### src/hdl/tes_pkg.sv
// Purpose: constants and types for the triggered exposure sequencer
// Assumes: core_clk at 250 MHz; times kept in microseconds, INT_MIN_CYC and DLY_MIN_CYC in cycles
// Notes:   registers are 32-bit words on an Avalon-MM slave
package tes_pkg;
    localparam int CLK_MHZ    = 250;
    localparam int US_CYC     = CLK_MHZ;  // cycles per microsecond
    localparam int INT_MIN_US = 6;
    localparam int INT_MAX_US = 225000;
    localparam int DLY_MIN_US = 12;
    localparam int DLY_MAX_US = 400000;
    localparam int TMO_US     = 2000000;
    localparam int INT_MIN_CYC = INT_MIN_US * US_CYC;
    localparam int DLY_MIN_CYC = DLY_MIN_US * US_CYC;
    localparam int TW = 21;  // wide enough for the timeout in us
    localparam int PW = 12;  // photodiode and pixel sample width
    typedef logic [TW-1:0] tes_us_t;
    typedef logic [PW-1:0] tes_smp_t;

    // register byte offsets
    localparam logic [4:0] REG_CTRL   = 5'h00;
    localparam logic [4:0] REG_STATUS = 5'h04;
    localparam logic [4:0] REG_INT    = 5'h08;
    localparam logic [4:0] REG_DLY    = 5'h0c;
    localparam logic [4:0] REG_THR    = 5'h10;
    localparam logic [4:0] REG_PEAK   = 5'h14;
    // control bits
    localparam int CTRL_START = 0;
    localparam int CTRL_TRIG  = 1;
    localparam int CTRL_EXT   = 2;
    localparam int CTRL_AUTO  = 3;
    // status bits
    localparam int ST_BUSY  = 0;
    localparam int ST_DONE  = 1;
    localparam int ST_TMO   = 2;
    localparam int ST_EXPO  = 3;
    localparam int ST_FOUND = 4;
    // reset values
    localparam tes_us_t  INT_RST = 21'h0003e8;  // 1 ms
    localparam tes_us_t  DLY_RST = 21'h00000c;  // 12 us
    localparam tes_smp_t THR_RST = 12'h800;
    localparam tes_smp_t SAT_RST = 12'hff0;

    typedef struct packed {
        logic auto_exp;
        logic src_ext;
        logic trig_en;
    } tes_cfg_t;

    typedef struct packed {
        logic gate;  // sensor integrating
        logic xfer;  // photo transfer, exposed frame only
        logic read;  // one-cycle readout request
    } tes_sens_t;

    typedef enum logic [2:0] {
        S_IDLE, S_WAIT, S_DLY, S_INT, S_READ
    } tes_state_t;
endpackage

### src/hdl/tes_seq.sv
// Purpose: exposure sequencer top with Avalon-MM register slave
// Assumes: sensor readout logic and ADC run on core_clk
// Notes:   INT and DLY writes are ignored while a measurement runs
`timescale 1ns/1ps
`default_nettype none
module tes_seq #(
    parameter int TICK_CYC   = tes_pkg::US_CYC,
    parameter int INT_MAX_US = tes_pkg::INT_MAX_US,
    parameter int DLY_MAX_US = tes_pkg::DLY_MAX_US,
    parameter int TIMEOUT_US = tes_pkg::TMO_US,
    parameter tes_pkg::tes_smp_t SAT_LEVEL = tes_pkg::SAT_RST
) (
    input  wire logic               core_clk,
    input  wire logic               rst_n,
    input  wire logic [4:0]         avs_address,
    input  wire logic               avs_read,
    input  wire logic               avs_write,
    input  wire logic [31:0]        avs_writedata,
    output var  logic [31:0]        avs_readdata,
    output var  logic               avs_waitrequest,
    input  wire logic               ext_trig_pin,
    input  wire tes_pkg::tes_smp_t  pd_level,
    input  wire logic               sens_done,
    input  wire tes_pkg::tes_smp_t  sens_peak,
    output var  tes_pkg::tes_sens_t sens_o,
    output var  logic               busy
);
    localparam int TMW = tes_pkg::TW;
    // refuse settings that the timers and divider cannot hold
    if (TICK_CYC < 1 || TICK_CYC > 65535)
        $error("TICK_CYC out of range");
    if (INT_MAX_US < tes_pkg::INT_MIN_US || INT_MAX_US >= 2**(TMW-1))
        $error("INT_MAX_US out of range");
    if (DLY_MAX_US < tes_pkg::DLY_MIN_US || DLY_MAX_US >= 2**TMW)
        $error("DLY_MAX_US out of range");
    if (TIMEOUT_US < 1 || TIMEOUT_US >= 2**TMW)
        $error("TIMEOUT_US out of range");

    localparam tes_pkg::tes_us_t INT_MIN = TMW'(tes_pkg::INT_MIN_US);
    localparam tes_pkg::tes_us_t INT_MAX = TMW'(INT_MAX_US);
    localparam tes_pkg::tes_us_t DLY_MIN = TMW'(tes_pkg::DLY_MIN_US);
    localparam tes_pkg::tes_us_t DLY_MAX = TMW'(DLY_MAX_US);
    localparam tes_pkg::tes_us_t TMO_LIM = TMW'(TIMEOUT_US);
    // a shortened maximum must not leave the reset value above it
    localparam tes_pkg::tes_us_t INT_INIT = (tes_pkg::INT_RST > INT_MAX)
                                            ? INT_MAX : tes_pkg::INT_RST;
    localparam logic [15:0] TICK_LAST = 16'(TICK_CYC - 1);

    tes_pkg::tes_cfg_t   cfg_r;
    tes_pkg::tes_us_t    int_r;
    tes_pkg::tes_us_t    dly_r;
    tes_pkg::tes_smp_t   thr_r;
    tes_pkg::tes_smp_t   peak_r;
    tes_pkg::tes_state_t st_r;
    tes_pkg::tes_state_t st_nxt;
    tes_pkg::tes_us_t    tm_r;
    tes_pkg::tes_us_t    lim;
    logic [15:0]         div_r;
    logic [31:0]         rd_nxt;
    logic                expo_r;
    logic                expo_nxt;
    logic                done_r;
    logic                tmo_r;
    logic                found_r;
    logic                trig;
    logic                tick;
    logic                tm_hit;
    logic                acc;
    logic                wr_acc;
    logic                go;
    logic                rd_end;
    logic                auto_more;
    logic                auto_stop;
    logic                done_ev;
    logic                tmo_ev;
    logic                clr;
    tes_pkg::tes_us_t    int_dbl;
    tes_pkg::tes_us_t    int_back;

    tes_trig #(.PW(tes_pkg::PW)) u_trig (
        .core_clk     (core_clk),
        .rst_n        (rst_n),
        .ext_trig_pin (ext_trig_pin),
        .src_ext      (cfg_r.src_ext),
        .pd_level     (pd_level),
        .thresh       (thr_r),
        .trig         (trig)
    );

    // one wait cycle per access; reads sample while waitrequest is
    // high, writes land only on the edge that completes the transfer
    assign acc    = (avs_read | avs_write) & avs_waitrequest;
    assign wr_acc = avs_write & ~avs_waitrequest;
    assign clr    = wr_acc && avs_address == tes_pkg::REG_STATUS;
    assign go     = wr_acc && avs_address == tes_pkg::REG_CTRL
                    && avs_writedata[tes_pkg::CTRL_START]
                    && st_r == tes_pkg::S_IDLE;

    // read mux, unmapped words read zero
    always_comb begin
        rd_nxt = 32'h0;
        unique case (avs_address)
            tes_pkg::REG_CTRL:   rd_nxt[3:1] = {cfg_r.auto_exp,
                                     cfg_r.src_ext, cfg_r.trig_en};
            tes_pkg::REG_STATUS: rd_nxt[4:0] = {found_r, expo_r, tmo_r,
                                     done_r, busy};
            tes_pkg::REG_INT:    rd_nxt[TMW-1:0] = int_r;
            tes_pkg::REG_DLY:    rd_nxt[TMW-1:0] = dly_r;
            tes_pkg::REG_THR:    rd_nxt[11:0] = thr_r;
            tes_pkg::REG_PEAK:   rd_nxt[11:0] = peak_r;
            default:             rd_nxt = 32'h0;
        endcase
    end

    // bus handshake
    always_ff @(posedge core_clk or negedge rst_n) begin
        if (!rst_n) begin
            avs_waitrequest <= 1'b1;
            avs_readdata    <= 32'h0;
        end else if (acc) begin
            avs_waitrequest <= 1'b0;
            avs_readdata    <= rd_nxt;
        end else begin
            avs_waitrequest <= 1'b1;
        end
    end

    // auto exposure arithmetic, doubling clamps at the top
    assign rd_end    = st_r == tes_pkg::S_READ && sens_done;
    assign auto_more = cfg_r.auto_exp && sens_peak < SAT_LEVEL
                       && int_r < INT_MAX;
    assign auto_stop = rd_end && expo_r && cfg_r.auto_exp && !auto_more;
    assign done_ev   = rd_end && expo_r && !auto_more;
    assign int_dbl   = (int_r > (INT_MAX >> 1)) ? INT_MAX
                       : TMW'({int_r, 1'b0});
    assign int_back  = (int_r - (int_r >> 3) < INT_MIN) ? INT_MIN
                       : int_r - (int_r >> 3);

    // configuration; times clamp into the legal window
    always_ff @(posedge core_clk or negedge rst_n) begin
        if (!rst_n) begin
            cfg_r <= '0;
            int_r <= INT_INIT;
            dly_r <= tes_pkg::DLY_RST;
            thr_r <= tes_pkg::THR_RST;
        end else begin
            if (wr_acc && avs_address == tes_pkg::REG_CTRL && !busy) begin
                cfg_r.trig_en  <= avs_writedata[tes_pkg::CTRL_TRIG];
                cfg_r.src_ext  <= avs_writedata[tes_pkg::CTRL_EXT];
                cfg_r.auto_exp <= avs_writedata[tes_pkg::CTRL_AUTO];
            end
            if (wr_acc && avs_address == tes_pkg::REG_THR)
                thr_r <= avs_writedata[11:0];
            if (wr_acc && avs_address == tes_pkg::REG_DLY && !busy) begin
                if (avs_writedata < 32'(DLY_MIN))
                    dly_r <= DLY_MIN;
                else if (avs_writedata > 32'(DLY_MAX))
                    dly_r <= DLY_MAX;
                else
                    dly_r <= avs_writedata[TMW-1:0];
            end
            if (go && avs_writedata[tes_pkg::CTRL_AUTO]) begin
                int_r <= INT_MIN;
            end else if (rd_end && expo_r && cfg_r.auto_exp) begin
                int_r <= auto_more ? int_dbl : int_back;
            end else if (wr_acc && avs_address == tes_pkg::REG_INT
                         && !busy) begin
                if (avs_writedata < 32'(INT_MIN))
                    int_r <= INT_MIN;
                else if (avs_writedata > 32'(INT_MAX))
                    int_r <= INT_MAX;
                else
                    int_r <= avs_writedata[TMW-1:0];
            end
        end
    end

    // timer limit per state, counted in microsecond ticks
    always_comb begin
        unique case (st_r)
            tes_pkg::S_WAIT: lim = TMO_LIM;
            tes_pkg::S_DLY:  lim = dly_r;
            default:         lim = int_r;
        endcase
    end
    assign tick   = (div_r == TICK_LAST);
    assign tm_hit = tick && (tm_r == lim - 1'b1);
    assign tmo_ev = st_r == tes_pkg::S_WAIT && !trig && tm_hit;

    // sequence: dark frame, then exposed frame
    always_comb begin
        st_nxt   = st_r;
        expo_nxt = expo_r;
        unique case (st_r)
            tes_pkg::S_IDLE: if (go) begin
                expo_nxt = 1'b0;
                st_nxt = avs_writedata[tes_pkg::CTRL_TRIG]
                         ? tes_pkg::S_WAIT : tes_pkg::S_INT;
            end
            tes_pkg::S_WAIT: begin
                if (trig)
                    st_nxt = tes_pkg::S_DLY;
                else if (tm_hit)
                    st_nxt = tes_pkg::S_IDLE;
            end
            tes_pkg::S_DLY: if (tm_hit) begin
                st_nxt = tes_pkg::S_INT;
            end
            tes_pkg::S_INT: if (tm_hit) begin
                st_nxt = tes_pkg::S_READ;
            end
            tes_pkg::S_READ: if (sens_done) begin
                if (!expo_r || auto_more) begin
                    expo_nxt = ~expo_r;
                    st_nxt = cfg_r.trig_en ? tes_pkg::S_WAIT
                                           : tes_pkg::S_INT;
                end else begin
                    st_nxt = tes_pkg::S_IDLE;
                end
            end
        endcase
    end

    // state, divider and timer restart together on every change
    always_ff @(posedge core_clk or negedge rst_n) begin
        if (!rst_n) begin
            st_r   <= tes_pkg::S_IDLE;
            expo_r <= 1'b0;
            div_r  <= 16'h0;
            tm_r   <= '0;
        end else begin
            st_r   <= st_nxt;
            expo_r <= expo_nxt;
            if (st_nxt != st_r) begin
                div_r <= 16'h0;
                tm_r  <= '0;
            end else if (tick) begin
                div_r <= 16'h0;
                tm_r  <= tm_r + 1'b1;
            end else begin
                div_r <= div_r + 16'h1;
            end
        end
    end

    // sensor strobes; transfer only on the exposed frame
    always_ff @(posedge core_clk or negedge rst_n) begin
        if (!rst_n) begin
            sens_o <= '0;
            busy   <= 1'b0;
        end else begin
            sens_o.gate <= st_nxt == tes_pkg::S_INT;
            sens_o.xfer <= st_nxt == tes_pkg::S_INT && expo_nxt;
            sens_o.read <= st_nxt == tes_pkg::S_READ
                           && st_r != tes_pkg::S_READ;
            busy <= st_nxt != tes_pkg::S_IDLE;
        end
    end

    // sticky status: write one clears, a new event wins
    always_ff @(posedge core_clk or negedge rst_n) begin
        if (!rst_n) begin
            done_r  <= 1'b0;
            tmo_r   <= 1'b0;
            found_r <= 1'b0;
            peak_r  <= '0;
        end else begin
            if (done_ev)
                done_r <= 1'b1;
            else if (clr && avs_writedata[tes_pkg::ST_DONE])
                done_r <= 1'b0;
            if (tmo_ev)
                tmo_r <= 1'b1;
            else if (clr && avs_writedata[tes_pkg::ST_TMO])
                tmo_r <= 1'b0;
            if (auto_stop)
                found_r <= 1'b1;
            else if (clr && avs_writedata[tes_pkg::ST_FOUND])
                found_r <= 1'b0;
            if (rd_end && expo_r)
                peak_r <= sens_peak;
        end
    end

    // cycles spent in the current state, for checking only
    logic [31:0] scnt_r;
    always_ff @(posedge core_clk or negedge rst_n) begin
        if (!rst_n)
            scnt_r <= 32'h1;
        else
            scnt_r <= (st_nxt != st_r) ? 32'h1 : scnt_r + 32'h1;
    end

    property p_int_len;
        @(posedge core_clk) disable iff (!rst_n)
        (st_r == tes_pkg::S_INT && st_nxt != st_r)
            |-> scnt_r == 32'(int_r) * 32'(TICK_CYC);
    endproperty
    a_int_len: assert property (p_int_len)
        else $error("integration window length wrong");

    property p_int_rng;
        @(posedge core_clk) disable iff (!rst_n)
        int_r >= INT_MIN && int_r <= INT_MAX;
    endproperty
    a_int_rng: assert property (p_int_rng)
        else $error("integration time out of range");

    property p_gate_trig;
        @(posedge core_clk) disable iff (!rst_n)
        ($rose(sens_o.gate) && cfg_r.trig_en)
            |-> $past(st_r) == tes_pkg::S_DLY;
    endproperty
    a_gate_trig: assert property (p_gate_trig)
        else $error("gate opened without trigger and delay");

    property p_dly_len;
        @(posedge core_clk) disable iff (!rst_n)
        (st_r == tes_pkg::S_DLY && st_nxt != st_r)
            |-> scnt_r == 32'(dly_r) * 32'(TICK_CYC);
    endproperty
    a_dly_len: assert property (p_dly_len)
        else $error("trigger delay length wrong");

    property p_dark_first;
        @(posedge core_clk) disable iff (!rst_n)
        (st_r == tes_pkg::S_IDLE && go) |=> !expo_r [*2];
    endproperty
    a_dark_first: assert property (p_dark_first)
        else $error("measurement did not start with dark frame");

    property p_dark_exp;
        @(posedge core_clk) disable iff (!rst_n)
        (rd_end && !expo_r) |=> expo_r && st_r != tes_pkg::S_IDLE;
    endproperty
    a_dark_exp: assert property (p_dark_exp)
        else $error("dark frame not followed by exposed frame");

    property p_auto_up;
        @(posedge core_clk) disable iff (!rst_n)
        (rd_end && expo_r && auto_more)
            |=> int_r == (($past(int_r) > (INT_MAX >> 1)) ? INT_MAX
                          : TMW'({$past(int_r), 1'b0}));
    endproperty
    a_auto_up: assert property (p_auto_up)
        else $error("auto exposure step wrong");

    property p_auto_stop;
        @(posedge core_clk) disable iff (!rst_n)
        auto_stop |=> found_r && int_r <= $past(int_r)
                      && st_r == tes_pkg::S_IDLE;
    endproperty
    a_auto_stop: assert property (p_auto_stop)
        else $error("auto exposure did not settle below limit");

    property p_tmo;
        @(posedge core_clk) disable iff (!rst_n)
        tmo_ev |-> scnt_r == 32'(TMO_LIM) * 32'(TICK_CYC)
                   ##1 (tmo_r && !busy && st_r == tes_pkg::S_IDLE);
    endproperty
    a_tmo: assert property (p_tmo)
        else $error("trigger timeout wrong");

    property p_bus;
        @(posedge core_clk) disable iff (!rst_n)
        (avs_read || avs_write) |-> ##[0:1] !avs_waitrequest;
    endproperty
    a_bus: assert property (p_bus)
        else $error("bus request not answered in time");

    c_done: cover property (@(posedge core_clk) done_ev);
    c_tmo:  cover property (@(posedge core_clk) tmo_ev);
    c_auto: cover property (@(posedge core_clk) auto_stop);
    c_cw:   cover property (@(posedge core_clk)
                            done_ev && !cfg_r.trig_en);
endmodule
`default_nettype wire

### src/hdl/tes_trig.sv
// Purpose: trigger front end, source select and threshold crossing
// Assumes: pd_level comes from an ADC on core_clk; ext pin is async
// Notes:   one-cycle trig pulse, two cycles after the pin is sampled, same edge as a sampled crossing
`timescale 1ns/1ps
`default_nettype none
module tes_trig #(
    parameter int PW = tes_pkg::PW
) (
    input  wire logic          core_clk,
    input  wire logic          rst_n,
    input  wire logic          ext_trig_pin,
    input  wire logic          src_ext,
    input  wire logic [PW-1:0] pd_level,
    input  wire logic [PW-1:0] thresh,
    output var  logic          trig
);
    logic ext_s1_r;
    logic ext_s2_r;
    logic ext_s3_r;
    logic pd_over_r;
    logic pd_over;

    // two flops before anything looks at the pin
    always_ff @(posedge core_clk or negedge rst_n) begin
        if (!rst_n) begin
            ext_s1_r <= 1'b0;
            ext_s2_r <= 1'b0;
            ext_s3_r <= 1'b0;
        end else begin
            ext_s1_r <= ext_trig_pin;
            ext_s2_r <= ext_s1_r;
            ext_s3_r <= ext_s2_r;
        end
    end

    assign pd_over = (pd_level >= thresh);

    // rising crossing only, so a long pulse fires once
    always_ff @(posedge core_clk or negedge rst_n) begin
        if (!rst_n) begin
            pd_over_r <= 1'b0;
            trig      <= 1'b0;
        end else begin
            pd_over_r <= pd_over;
            trig <= src_ext ? (ext_s2_r & ~ext_s3_r)
                            : (pd_over & ~pd_over_r);
        end
    end

    property p_ext_edge;
        @(posedge core_clk) disable iff (!rst_n)
        ($past(src_ext) && trig) |-> (ext_s3_r && !$past(ext_s3_r));
    endproperty
    a_ext_edge: assert property (p_ext_edge)
        else $error("external trigger without pin edge");

    property p_thr;
        @(posedge core_clk) disable iff (!rst_n)
        (!$past(src_ext) && trig) |-> (pd_over_r && !$past(pd_over_r));
    endproperty
    a_thr: assert property (p_thr)
        else $error("internal trigger without threshold crossing");

    c_ext: cover property (@(posedge core_clk) src_ext && trig);
endmodule
`default_nettype wire

### config.mk
export PLATFORM = sky130hd
export DESIGN_NAME = tes_seq
export DESIGN_NICKNAME = d
export VERILOG_FILES = /design/src/hdl/tes_pkg.sv /design/src/hdl/tes_seq.sv /design/src/hdl/tes_trig.sv
export SDC_FILE = /design/constraint.sdc
export NUM_CORES = 1
export LEC_CHECK = 0
export BUFFER_PORTS_ARGS = -buffer_cell sky130_fd_sc_hd__buf_2
export CORE_MARGIN = 1
export CORE_UTILIZATION = 54
export CTS_CLUSTER_DIAMETER = 60
export CTS_CLUSTER_SIZE = 20
export DETAILED_ROUTE_END_ITERATION = 10
export PLACE_DENSITY_LB_ADDON = 0.12
export RECOVER_POWER = 100
export SETUP_SLACK_MARGIN = 0.3
export SYNTH_ARGS = -nofsm -noshare
export SYNTH_HDL_FRONTEND = slang
export SYNTH_SLANG_ARGS = --single-unit
### constraint.sdc
create_clock -name core_clk -period 3.8 [get_ports core_clk]
set_input_delay 0.57 -clock core_clk [delete_from_list [all_inputs] [get_ports core_clk]]
set_output_delay 0.57 -clock core_clk [all_outputs]
set_load 0.02 [all_outputs]
* Yosys cells after proc, flatten, opt, wreduce, memory -nomap -nowiden
Index checks and enable logic that the tools add are counted.
** Word-level totals
- Logic and storage cells :: 143
- Bits of input ports :: 67
- Bits in registers :: 144
- Output and inout bits :: 37
** Operators by class
- Eq/ne operators :: 15
- Bitwise gates (word level) :: 9
- $lt $le $gt $ge :: 9
- Add/sub/neg operators :: 4
- Mux-type cells :: 42
- Reductions and logical operators :: 39
** Operator list (count)
- 21-bit two-way mux :: 12
- 21-bit case mux with 2 select lines :: 1
- 32-bit by 18-bit greater-than comparator with 1-bit output, second input constant :: 1
- 32-bit by 19-bit greater-than comparator with 1-bit output, second input constant :: 1
- 32-bit by 3-bit < comparator with 1-bit output, second input constant :: 1
- 32-bit by 4-bit < comparator with 1-bit output, second input constant :: 1
- 16-bit two-way mux :: 2
- 7-bit case mux with 4 select lines :: 1
- 1-bit logical AND :: 26
- 21-bit by 1-bit adder with 21-bit output, second input constant :: 1
- 21-bit equality test :: 1
- 21-bit by 17-bit greater-than comparator with 1-bit output, second input constant :: 1
- 21-bit by 18-bit < comparator with 1-bit output, second input constant :: 1
- 21-bit by 3-bit < comparator with 1-bit output, second input constant :: 1
- 21-bit by 1-bit subtractor with 21-bit output, second input constant :: 1
- 21-bit by 18-bit subtractor with 21-bit output :: 1
- 3-bit two-way mux :: 6
- 3-bit case mux with 6 select lines :: 1
- 9-bit case mux with 2 select lines :: 1
- 16-bit by 1-bit adder with 16-bit output, second input constant :: 1
- 16-bit by 8-bit equality test with 1-bit output, second input constant :: 1
- 3-bit case mux with 5 select lines :: 1
- 12-bit greater-or-equal comparator :: 1
- 12-bit < comparator, second input constant :: 1
- 21 further kinds :: 52

* Depth between registers and ports, before layout
Gate-level depths: netlist (run 1).
- Depth after elaboration :: 10
- Gate-level depth with buffers :: 16
- Depth with buffers taken out :: 14

* Hierarchy
Synthesis (run 1) repeated with hierarchy kept, for this count alone.
** Unflattened totals
- Cell total of the unflattened synthesis :: 1128
- Area total of the unflattened synthesis :: 10323.7 um^2
** By module, submodules not included
- tes_seq :: times used 1, sequential area each 3490.8 um^2, area each 9888.2 um^2, cells each 1077
- tes_trig :: times used 1, sequential area each 125.1 um^2, area each 435.4 um^2, cells each 51

* Worst setup path after synthesis (run 1)
OpenSTA, ideal clock, no wires.
- Path kind :: reg-to-reg
- From :: register st_r[1]
- To :: register div_r[10]
- Setup time :: 121 ps
- Arrival :: 3513 ps
- Clock period less this slack :: 3634 ps
- Buffers on the path :: 4
- Cell stages (with the launch flop) :: 16
- Data required time :: 3679 ps
- Path slack :: 166 ps
- Path through :: dfrtp_1 > nor2b_1 > buf_4 > buf_2 > a221oi_2 > ha_1 > nand3_1 > nor4_4 > xnor2_1 > nor4bb_1 > nand4b_1 > o41ai_2 > or2_1 > buf_2 > buf_2 > nor2_1
** Between the ends
- Cells in the longest elaborated chain, start to end :: 10
- Elaborated cells on any way between the ends :: 19
- Classes of those cells :: 1 x add/sub; 6 x eq/ne; 9 x mux; 3 x reduce/logical
** RTL lines
- start: declaration :: line tes_seq.sv:54 : tes_pkg::tes_state_t st_r;
- start signal: assignment :: line tes_seq.sv:227 : st_r <= tes_pkg::S_IDLE;
- start signal: assignment :: line tes_seq.sv:232 : st_r <= st_nxt;
- 3-bit by 2-bit equality test with 1-bit output or 3-bit by 1-bit equality test with 1-bit output (tied branches) :: line tes_seq.sv:180, tes_seq.sv:194
- 21-bit case mux with 2 select lines :: line tes_seq.sv:180 : unique case (st_r)
- 21-bit by 1-bit subtractor with 21-bit output :: line tes_seq.sv:187 : assign tm_hit = tick && (tm_r == lim - 1'b1);
- 21-bit equality test :: line tes_seq.sv:187
- 1-bit logical AND :: line tes_seq.sv:187
- 3-bit two-way mux :: line tes_seq.sv:203 : else if (tm_hit)
- 3-bit two-way mux :: line tes_seq.sv:201 : if (trig)
- 3-bit case mux with 5 select lines :: line tes_seq.sv:194 : unique case (st_r)
- 3-bit != test (*)
- 16-bit two-way mux (*) :: line tes_seq.sv:234 : if (st_nxt != st_r) begin
- end signal: assignment :: line tes_seq.sv:241 : div_r <= div_r + 16'h1;
- end: declaration :: line tes_seq.sv:58 : logic [15:0] div_r;
Mark *: on every way between the ends. The rest lies on a longest branch, timed or not.
A chain may end at the register's enable or synchronous reset.

* Worst setup path in the final report (run 1)
- From :: register st_r[0]
- To :: register sens_o[1] (netlist name)
** Between the ends
- Cells in the longest elaborated chain, start to end :: 10
- Elaborated cells on any way between the ends :: 21
- Classes of those cells :: 1 x add/sub; 6 x eq/ne; 10 x mux; 4 x reduce/logical
** RTL lines
- 3-bit by 2-bit equality test with 1-bit output or 3-bit by 1-bit equality test with 1-bit output (tied branches) :: line tes_seq.sv:180, tes_seq.sv:194
- 21-bit case mux with 2 select lines :: line tes_seq.sv:180
- 21-bit by 1-bit subtractor with 21-bit output :: line tes_seq.sv:187
- 21-bit equality test :: line tes_seq.sv:187
- 1-bit logical AND :: line tes_seq.sv:187
- 3-bit two-way mux :: line tes_seq.sv:203
- 3-bit two-way mux :: line tes_seq.sv:201
- 3-bit case mux with 5 select lines :: line tes_seq.sv:194
- 3-bit by 2-bit equality test with 1-bit output :: line tes_seq.sv:253 : sens_o.xfer <= st_nxt == tes_pkg::S_INT && expo_nxt;
- 1-bit logical AND (*) :: line tes_seq.sv:253
- end: declaration :: line tes_seq.sv:25 : output var tes_pkg::tes_sens_t sens_o,
Marked as above.

==> qor.txt, run 1 <==
run status -> finished, violations left
failing checks -> capacitance limit, slew limit
ANT nets after route -> 0
initial antenna violation count -> 0
core area -> 0.01742 mm²
Mapped Cells -> 1109
CTS tree -> built
GP Congestion -> 0.9759
# rows -> 48
first-pass GRT wire length -> 46.04 mm
clock power share -> 0.470
routed length per instance -> 19.91 µm
vias in the first global route -> 8913
Slew Viols, Final -> 146
die height -> 136.1 µm
ANT cells -> 0
r2r setup slk -> 0.20 ns
CP Capture Type -> flop
max_slew headroom -> -0.8529
overall power -> 3.738 mW
worst min-delay path class -> primary input to flop
Finished Layout Cells -> 1468
CP Class -> flop to flop
EDFF count, synth -> 0
Post-Route WL -> 29.23 mm
maximum fanout along the worst path -> 20
GRT met3 Usage -> 0.08091
final core area utilization -> 0.6596
# IOs -> 104
Startpoint Class -> flop
grt ovf -> 0
Worst EP required -> 4.13 ns
Clock Skew -> 0.01292 ns
GRT Overall Usage -> 0.3263
P&R area growth vs syn -> 18.36%
sw power -> 0.9479 mW
Die ar. -> 0.01851 mm²
final count of hold timing violations -> 0
Synth async-reset ratio -> 1.000
worst r2r path cells -> 12
Clock transition at path regs -> 0.06 ns
crit path DAT -> 3.93 ns
max_cap viols -> 2
Synth Warn # -> 0
# setup viols final -> 0
CP endpoint -> sens_o[1]$_DFF_PN0_
Pint -> 2.790 mW
Final min period -> 3.599 ns
FF-to-FF End -> sens_o[1]$_DFF_PN0_
final worst slack -> 0.2010 ns
vias per cell -> 6.240
clock buffer depth -> 2
largest net degree at the start of global routing -> 110
fin crit share -> 0.9471
DR iter-0 viols -> 736
Worst-Margin Slew -> 2.779 ns
DR DRC count -> 0
GR Layer Usage met2 -> 0.5330
commonest non-fill, non-tap cell in the layout -> nand2_1
Placed Cells -> 1426
initial core utilization -> 0.5573
synthesized area per cell -> 8.752 µm²
Post-synth top flop -> dfrtp_1
Cell Area, Synth -> 0.009706 mm²
combinational share of power -> 0.097
fraction of layout cells with a size suffix above 1 -> 0.1698
final setup TNS -> 0 ns
largest area contributor in the netlist -> dfrtp_1
Vias -> 9160
Nets -> 1332
cts bufs inserted -> 17
Highest Clock Rate -> 277.9 MHz
Chip Width -> 136.1 µm
Max VDD drop -> 0.0003327 V
ranking of synthesized cells by area -> dfrtp_1 (35%), nand2_1 (5.2%), ha_1 (4.4%), xnor2_1 (4.2%), nor2_1 (3.8%)
clock insertion delay at the later pin of the skew report -> 0.43 ns
Leakage -> 5.131 nW
Pre-Repair DR Iteration Count -> 5
Reg2Reg Launch Point -> st_r[0]$_DFF_PN0_
RSZ-0062 raised after global routing -> yes
clk sinks -> 144
power per cell area -> 325.4 mW/mm²
H-tree levels -> 4
Synth top area share -> 0.3455
root buf cell -> clkbuf_16
Worst Setup SP -> st_r[0]$_DFF_PN0_
sequential group share of total power -> 0.434
Final HPWL DP -> 21.50 mm
GRT met1 Usage -> 0.4096
# hold bufs at CTS -> 0
most frequent cells in the layout -> nand2_1 (133), dfrtp_1 (132), nor2_1 (97)
gr busiest metal -> met2
post-synth cell types -> 78
Seq/Total Area, Yosys -> 0.3726
Seq cells post-synth -> 144
Sw Share -> 0.2536
input/output buffers -> 92
Setup WS pre-CTS -> 0.1357 ns
sequential cells by signal, summed over array words and instances, names as in the netlist, 3 cells and up:
signal,cells
avs_readdata,21
dly_r,21
int_r,21
tm_r,21
div_r,16
peak_r,12
thr_r,12
cfg_r,3
sens_o,3
st_r,3
final cells by class:
cell class | count | area (µm²)
Clock buffer | 20 | 456.7
Clock inverter | 12 | 153.9
Fill cell | 1499 | 5929
Inverter | 55 | 206.4
Multi-Input combinational cell | 861 | 5883
Sequential cell | 144 | 3618
Tap cell | 225 | 281.5
Timing Repair Buffer | 151 | 887.1
Yosys cell counts (all sizes together), types with 5 or more instances:
| master | count |
|---|---|
| nand3 | 28 |
| o211ai | 6 |
| dfstp | 10 |
| o31ai | 6 |
| and2 | 11 |
| buf | 27 |
| clkbuf | 32 |
| a21oi | 39 |
| nand2 | 134 |
| nor2b | 24 |
| or3 | 6 |
| nor3b | 18 |
| nand4 | 20 |
| o2111ai | 6 |
| nor3 | 28 |
| a221o | 8 |
| a22oi | 11 |
| inv | 54 |
| nand3b | 5 |
| and3 | 13 |
| a31oi | 13 |
| xnor2 | 46 |
| a221oi | 24 |
| a211oi | 10 |
| o221ai | 7 |
| mux2i | 18 |
| xor2 | 28 |
| o21ai | 56 |
| dfrtp | 134 |
| nand2b | 13 |
| ha | 34 |
| mux2 | 15 |
| and4 | 5 |
| nor4 | 15 |
| a22o | 11 |
| o22ai | 20 |
| a21o | 28 |
| nor2 | 97 |
how the worst min path moves through the flow:
stage / from / end / slack (ns) / cells past startpoint
6_report: ext_trig_pin / u_trig.ext_s1_r$_DFF_PN0_ / 0.24 / 1
5_1_grt: ext_trig_pin / u_trig.ext_s1_r$_DFF_PN0_ / 0.23 / 1
4_1_cts: ext_trig_pin / u_trig.ext_s1_r$_DFF_PN0_ / 0.23 / 1
3_5_place_dp: u_trig.ext_s1_r$_DFF_PN0_ / u_trig.ext_s2_r$_DFF_PN0_ / 0.35 / 0
3_3_place_gp: u_trig.ext_s1_r$_DFF_PN0_ / u_trig.ext_s2_r$_DFF_PN0_ / 0.35 / 0
2_1_floorplan: rst_n / avs_readdata[0]$_DFFE_PN0P_ / 0.27 / 0
critical path: stages (launching register included):
cell and delay, ns:
dfrtp_2 0.44, a21o_1 0.26, buf_6 0.21, a221oi_4 0.38
nand4_4 0.18, nor4_1 0.27, buf_4 0.21, xnor2_1 0.16
nor4bb_1 0.24, nand4b_1 0.20, or2_4 0.32, a221o_1 0.37
nor4b_2 0.26
cell families (layout without fill, tap and decap cells):
group,after synthesis,in the layout,share of synthesized area
and+or+nand+nor,430,430,0.2212
DFF,144,144,0.3726
other,1,11,0.0003864
buffers and inverters,114,238,0.05169
adders and majority gates,35,35,0.04589
xor gates and xnor gates,74,74,0.06678
AOI/OAI and AO/OA,278,278,0.2055
muxes,33,33,0.03597
power groups by stage:
stage / clock [mW] / sequential [mW] / combinational, mW
final: 1.76 / 1.62 / 0.361
after global routing: 1.83 / 1.63 / 0.400
after CTS: 1.77 / 1.62 / 0.369
after detailed placement: 0 / 1.65 / 0.365
after global placement: 0 / 1.65 / 0.360
after floorplan: 0 / 1.66 / 0.189
layer usage:
metal / vias up / routed length (µm)
met5: - / 0
met1: 4376 / 12130
met3: 110 / 2550
met2: 420 / 13490
li1: 4254 / -
met4: 0 / 1063
per-stage QoR:
stage / area [µm²] / hold WS (ns)
final: 11490 / 0.2394
after global placement: 10620 / 0.3456
after global routing: 11490 / 0.2323
after floorplan: 9791 / 0.2744
after CTS: 11440 / 0.2340
after detailed placement: 10620 / 0.3491
repair_timing:
action,4_1_cts,5_1_grt
pin swaps,10,9
setup endpoints to repair,25,50
gates resized for setup,25,30
cloned,0,1
buffers inserted,3,6
No activity file was read; power rests on OpenSTA's default activity.
==> inputs of run 2 (changes only) <==
Settings changed: CORE_UTILIZATION 54 to 55, SYNTH_HIERARCHICAL from default to 1.
==> qor.txt, run 2 <==
ANT nets after route -> 0
Pre-Repair DR Iteration Count -> 9
CP Capture Type -> flop
initial core utilization -> 0.5670
most frequent cell after synthesis -> dfrtp_1
cts bufs inserted -> 17
Worst EP required -> 4.11 ns
Cell Area, Synth -> 0.01032 mm²
Startpoint Class -> flop
GP Congestion -> 0.9604
EDFF count, synth -> 0
FF+latch area -> 0.003620 mm²
FF-to-FF End -> tm_r[19]$_DFFE_PN0P_
post-synth cell types -> 93
Design Area, Final -> 0.01211 mm²
Reg2Reg Launch Point -> st_r[1]$_DFF_PN0_
die height -> 139.0 µm
Finished Layout Cells -> 1495
commonest non-fill, non-tap cell in the layout -> dfrtp_1
Clock transition at path regs -> 0.06 ns
CTS tree -> built
most frequent cells in the layout -> dfrtp_1 (131), nor2_1 (86), nand2_1 (77)
Synth Warn # -> 6
max_cap viols -> 3
run status -> finished, violations left
final count of hold timing violations -> 0
Placed Cells -> 1434
power per cell area -> 317.5 mW/mm²
crit path DAT -> 3.96 ns
Leakage -> 5.499 nW
final setup TNS -> 0 ns
fin crit share -> 0.9583
Mapped Cells -> 1128
grt ovf -> 0
area of the multi-input gates -> 0.006349 mm²
vias in the first global route -> 9096
# hold bufs at CTS -> 0
Hold EP -> u_trig/ext_s1_r$_DFF_PN0_
initial antenna violation count -> 1
final worst slack -> 0.1583 ns
Setup WS pre-CTS -> 0.06772 ns
routed length per instance -> 21.31 µm
ranking of synthesized cells by area -> dfrtp_1 (32%), ha_1 (4.1%), xnor2_1 (3.2%), nor2_1 (3.2%), mux2_2 (3.1%)
Worst Min Path Start -> ext_trig_pin
met3 wire len -> 2.537 mm
worst min-delay path class -> primary input to flop
maximum fanout along the worst path -> 6
Final min period -> 3.642 ns
Highest Clock Rate -> 274.6 MHz
Seq/Total Area, Yosys -> 0.3503
fillers -> 1529
Slew Viols, Final -> 147
clock buffer depth -> 2
worst r2r path cells -> 13
Max VDD drop -> 0.0002872 V
RSZ-0062 raised after global routing -> yes
highest metal used -> met4
top post-synthesis cells by count -> dfrtp_1 (134), nor2_1 (88), nand2_1 (77)
failing checks -> DRC, capacitance limit, slew limit
Worst-Margin Slew -> 2.593 ns
synthesized area per cell -> 9.152 µm²
clock insertion delay at the later pin of the skew report -> 0.43 ns
# setup viols final -> 0
P&R area growth vs syn -> 17.27%
Post-synth top flop -> dfrtp_1
Final HPWL DP -> 23.25 mm
CP Class -> flop to flop
input/output buffers -> 92
routed length on met2 -> 14.49 mm
core area -> 0.01821 mm²
Nets -> 1354
Vias -> 9657
Post-Route WL -> 31.86 mm
worst hold margin -> 0.2404 ns
# rows -> 49
placed inst area -> 0.01114 mm²
largest area contributor in the netlist -> dfrtp_1
DR iter-0 viols -> 885
M1 WL -> 13.85 mm
DR DRC count -> 8
first-pass GRT wire length -> 49.35 mm
fraction of layout cells with a size suffix above 1 -> 0.2103
r2r setup slk -> 0.16 ns
Seq cells post-synth -> 144
max_slew headroom -> -0.7467
Synth top area share -> 0.3248
clk sinks -> 144
GRT Overall Usage -> 0.3291
Chip Width -> 139.0 µm
Clock Skew -> 0.01094 ns
Synth async-reset ratio -> 1.000
H-tree levels -> 4
Die ar. -> 0.01932 mm²
largest net degree at the start of global routing -> 86
hold depth -> 1
# IOs -> 104
root buf cell -> clkbuf_16
vias per cell -> 6.460
## run 2: worst max-delay path by stage
| stage | startpoint | end | slack [ns] |
|---|---|---|---|
| after floorplan | st_r[0]$_DFF_PN0_ | sens_o[1]$_DFF_PN0_ | 0.41 |
| after global placement | st_r[1]$_DFF_PN0_ | sens_o[1]$_DFF_PN0_ | 0.26 |
| after detailed placement | st_r[1]$_DFF_PN0_ | tm_r[19]$_DFFE_PN0P_ | 0.07 |
| after CTS | st_r[1]$_DFF_PN0_ | tm_r[19]$_DFFE_PN0P_ | 0.30 |
| after global routing | st_r[1]$_DFF_PN0_ | tm_r[11]$_DFFE_PN0P_ | 0.02 |
| final | st_r[1]$_DFF_PN0_ | tm_r[19]$_DFFE_PN0P_ | 0.16 |
## run 2: repair_timing
action,in CTS,in global routing
gates cloned,0,4
gates resized for setup,9,38
pin swaps,4,16
setup endpoints to repair,26,31
buffers inserted,9,15
## run 2: area by class of cell
class / count / share of cell area
clock inverters: 14 / 0.01468
diodes: 1 / 0.0002067
clock buffers: 18 / 0.03545
repair buffers: 167 / 0.08495
flip-flops and latches: 144 / 0.2990
well taps: 229 / 0.02367
multi-input cells: 865 / 0.5244
inverters: 57 / 0.01767
## run 2: critical path, cell delays in order, from the launching register on
cell and delay, ns:
dfrtp_1 0.44, a21o_4 0.28, a221oi_4 0.36, ha_2 0.28, nand3_2 0.15, or4_4 0.57, nor3_2 0.24, a2111oi_4 0.08
a21oi_2 0.28, nand4_4 0.20, o31ai_4 0.29, buf_4 0.16, buf_6 0.12, nor2_1 0.05
## run 2: metal layers
metal  global-route usage  up-vias
li1                     -     4424
met1               0.4617     4718
met2               0.5035      448
met3              0.06457       67
met4               0.1240        0
met5                    0        -
## run 2: logic make-up after synthesis
family	Yosys count	share of synthesized area
mux	45	0.04702
simple gates	398	0.2111
xor+xnor	72	0.06108
compound gates	304	0.2309
other cells	1	0.0003632
flops	144	0.3503
buf+inv	129	0.05611
fa+ha+maj	35	0.04315
## run 2: power breakdown
group	internal [mW]	switching, mW
sequential	1.58	0.0377
clock	1.04	0.705
combinational	0.183	0.291
## run 2: metrics by stage
| step | total power, mW | util |
|---|---|---|
| 6_report | 3.844 | 0.6649 |
| 5_1_grt | 3.966 | 0.6647 |
| 4_1_cts | 3.849 | 0.6532 |
| 3_5_place_dp | 2.104 | 0.6116 |
| 3_3_place_gp | 2.098 | 0.6116 |
| 2_1_floorplan | 1.919 | - |
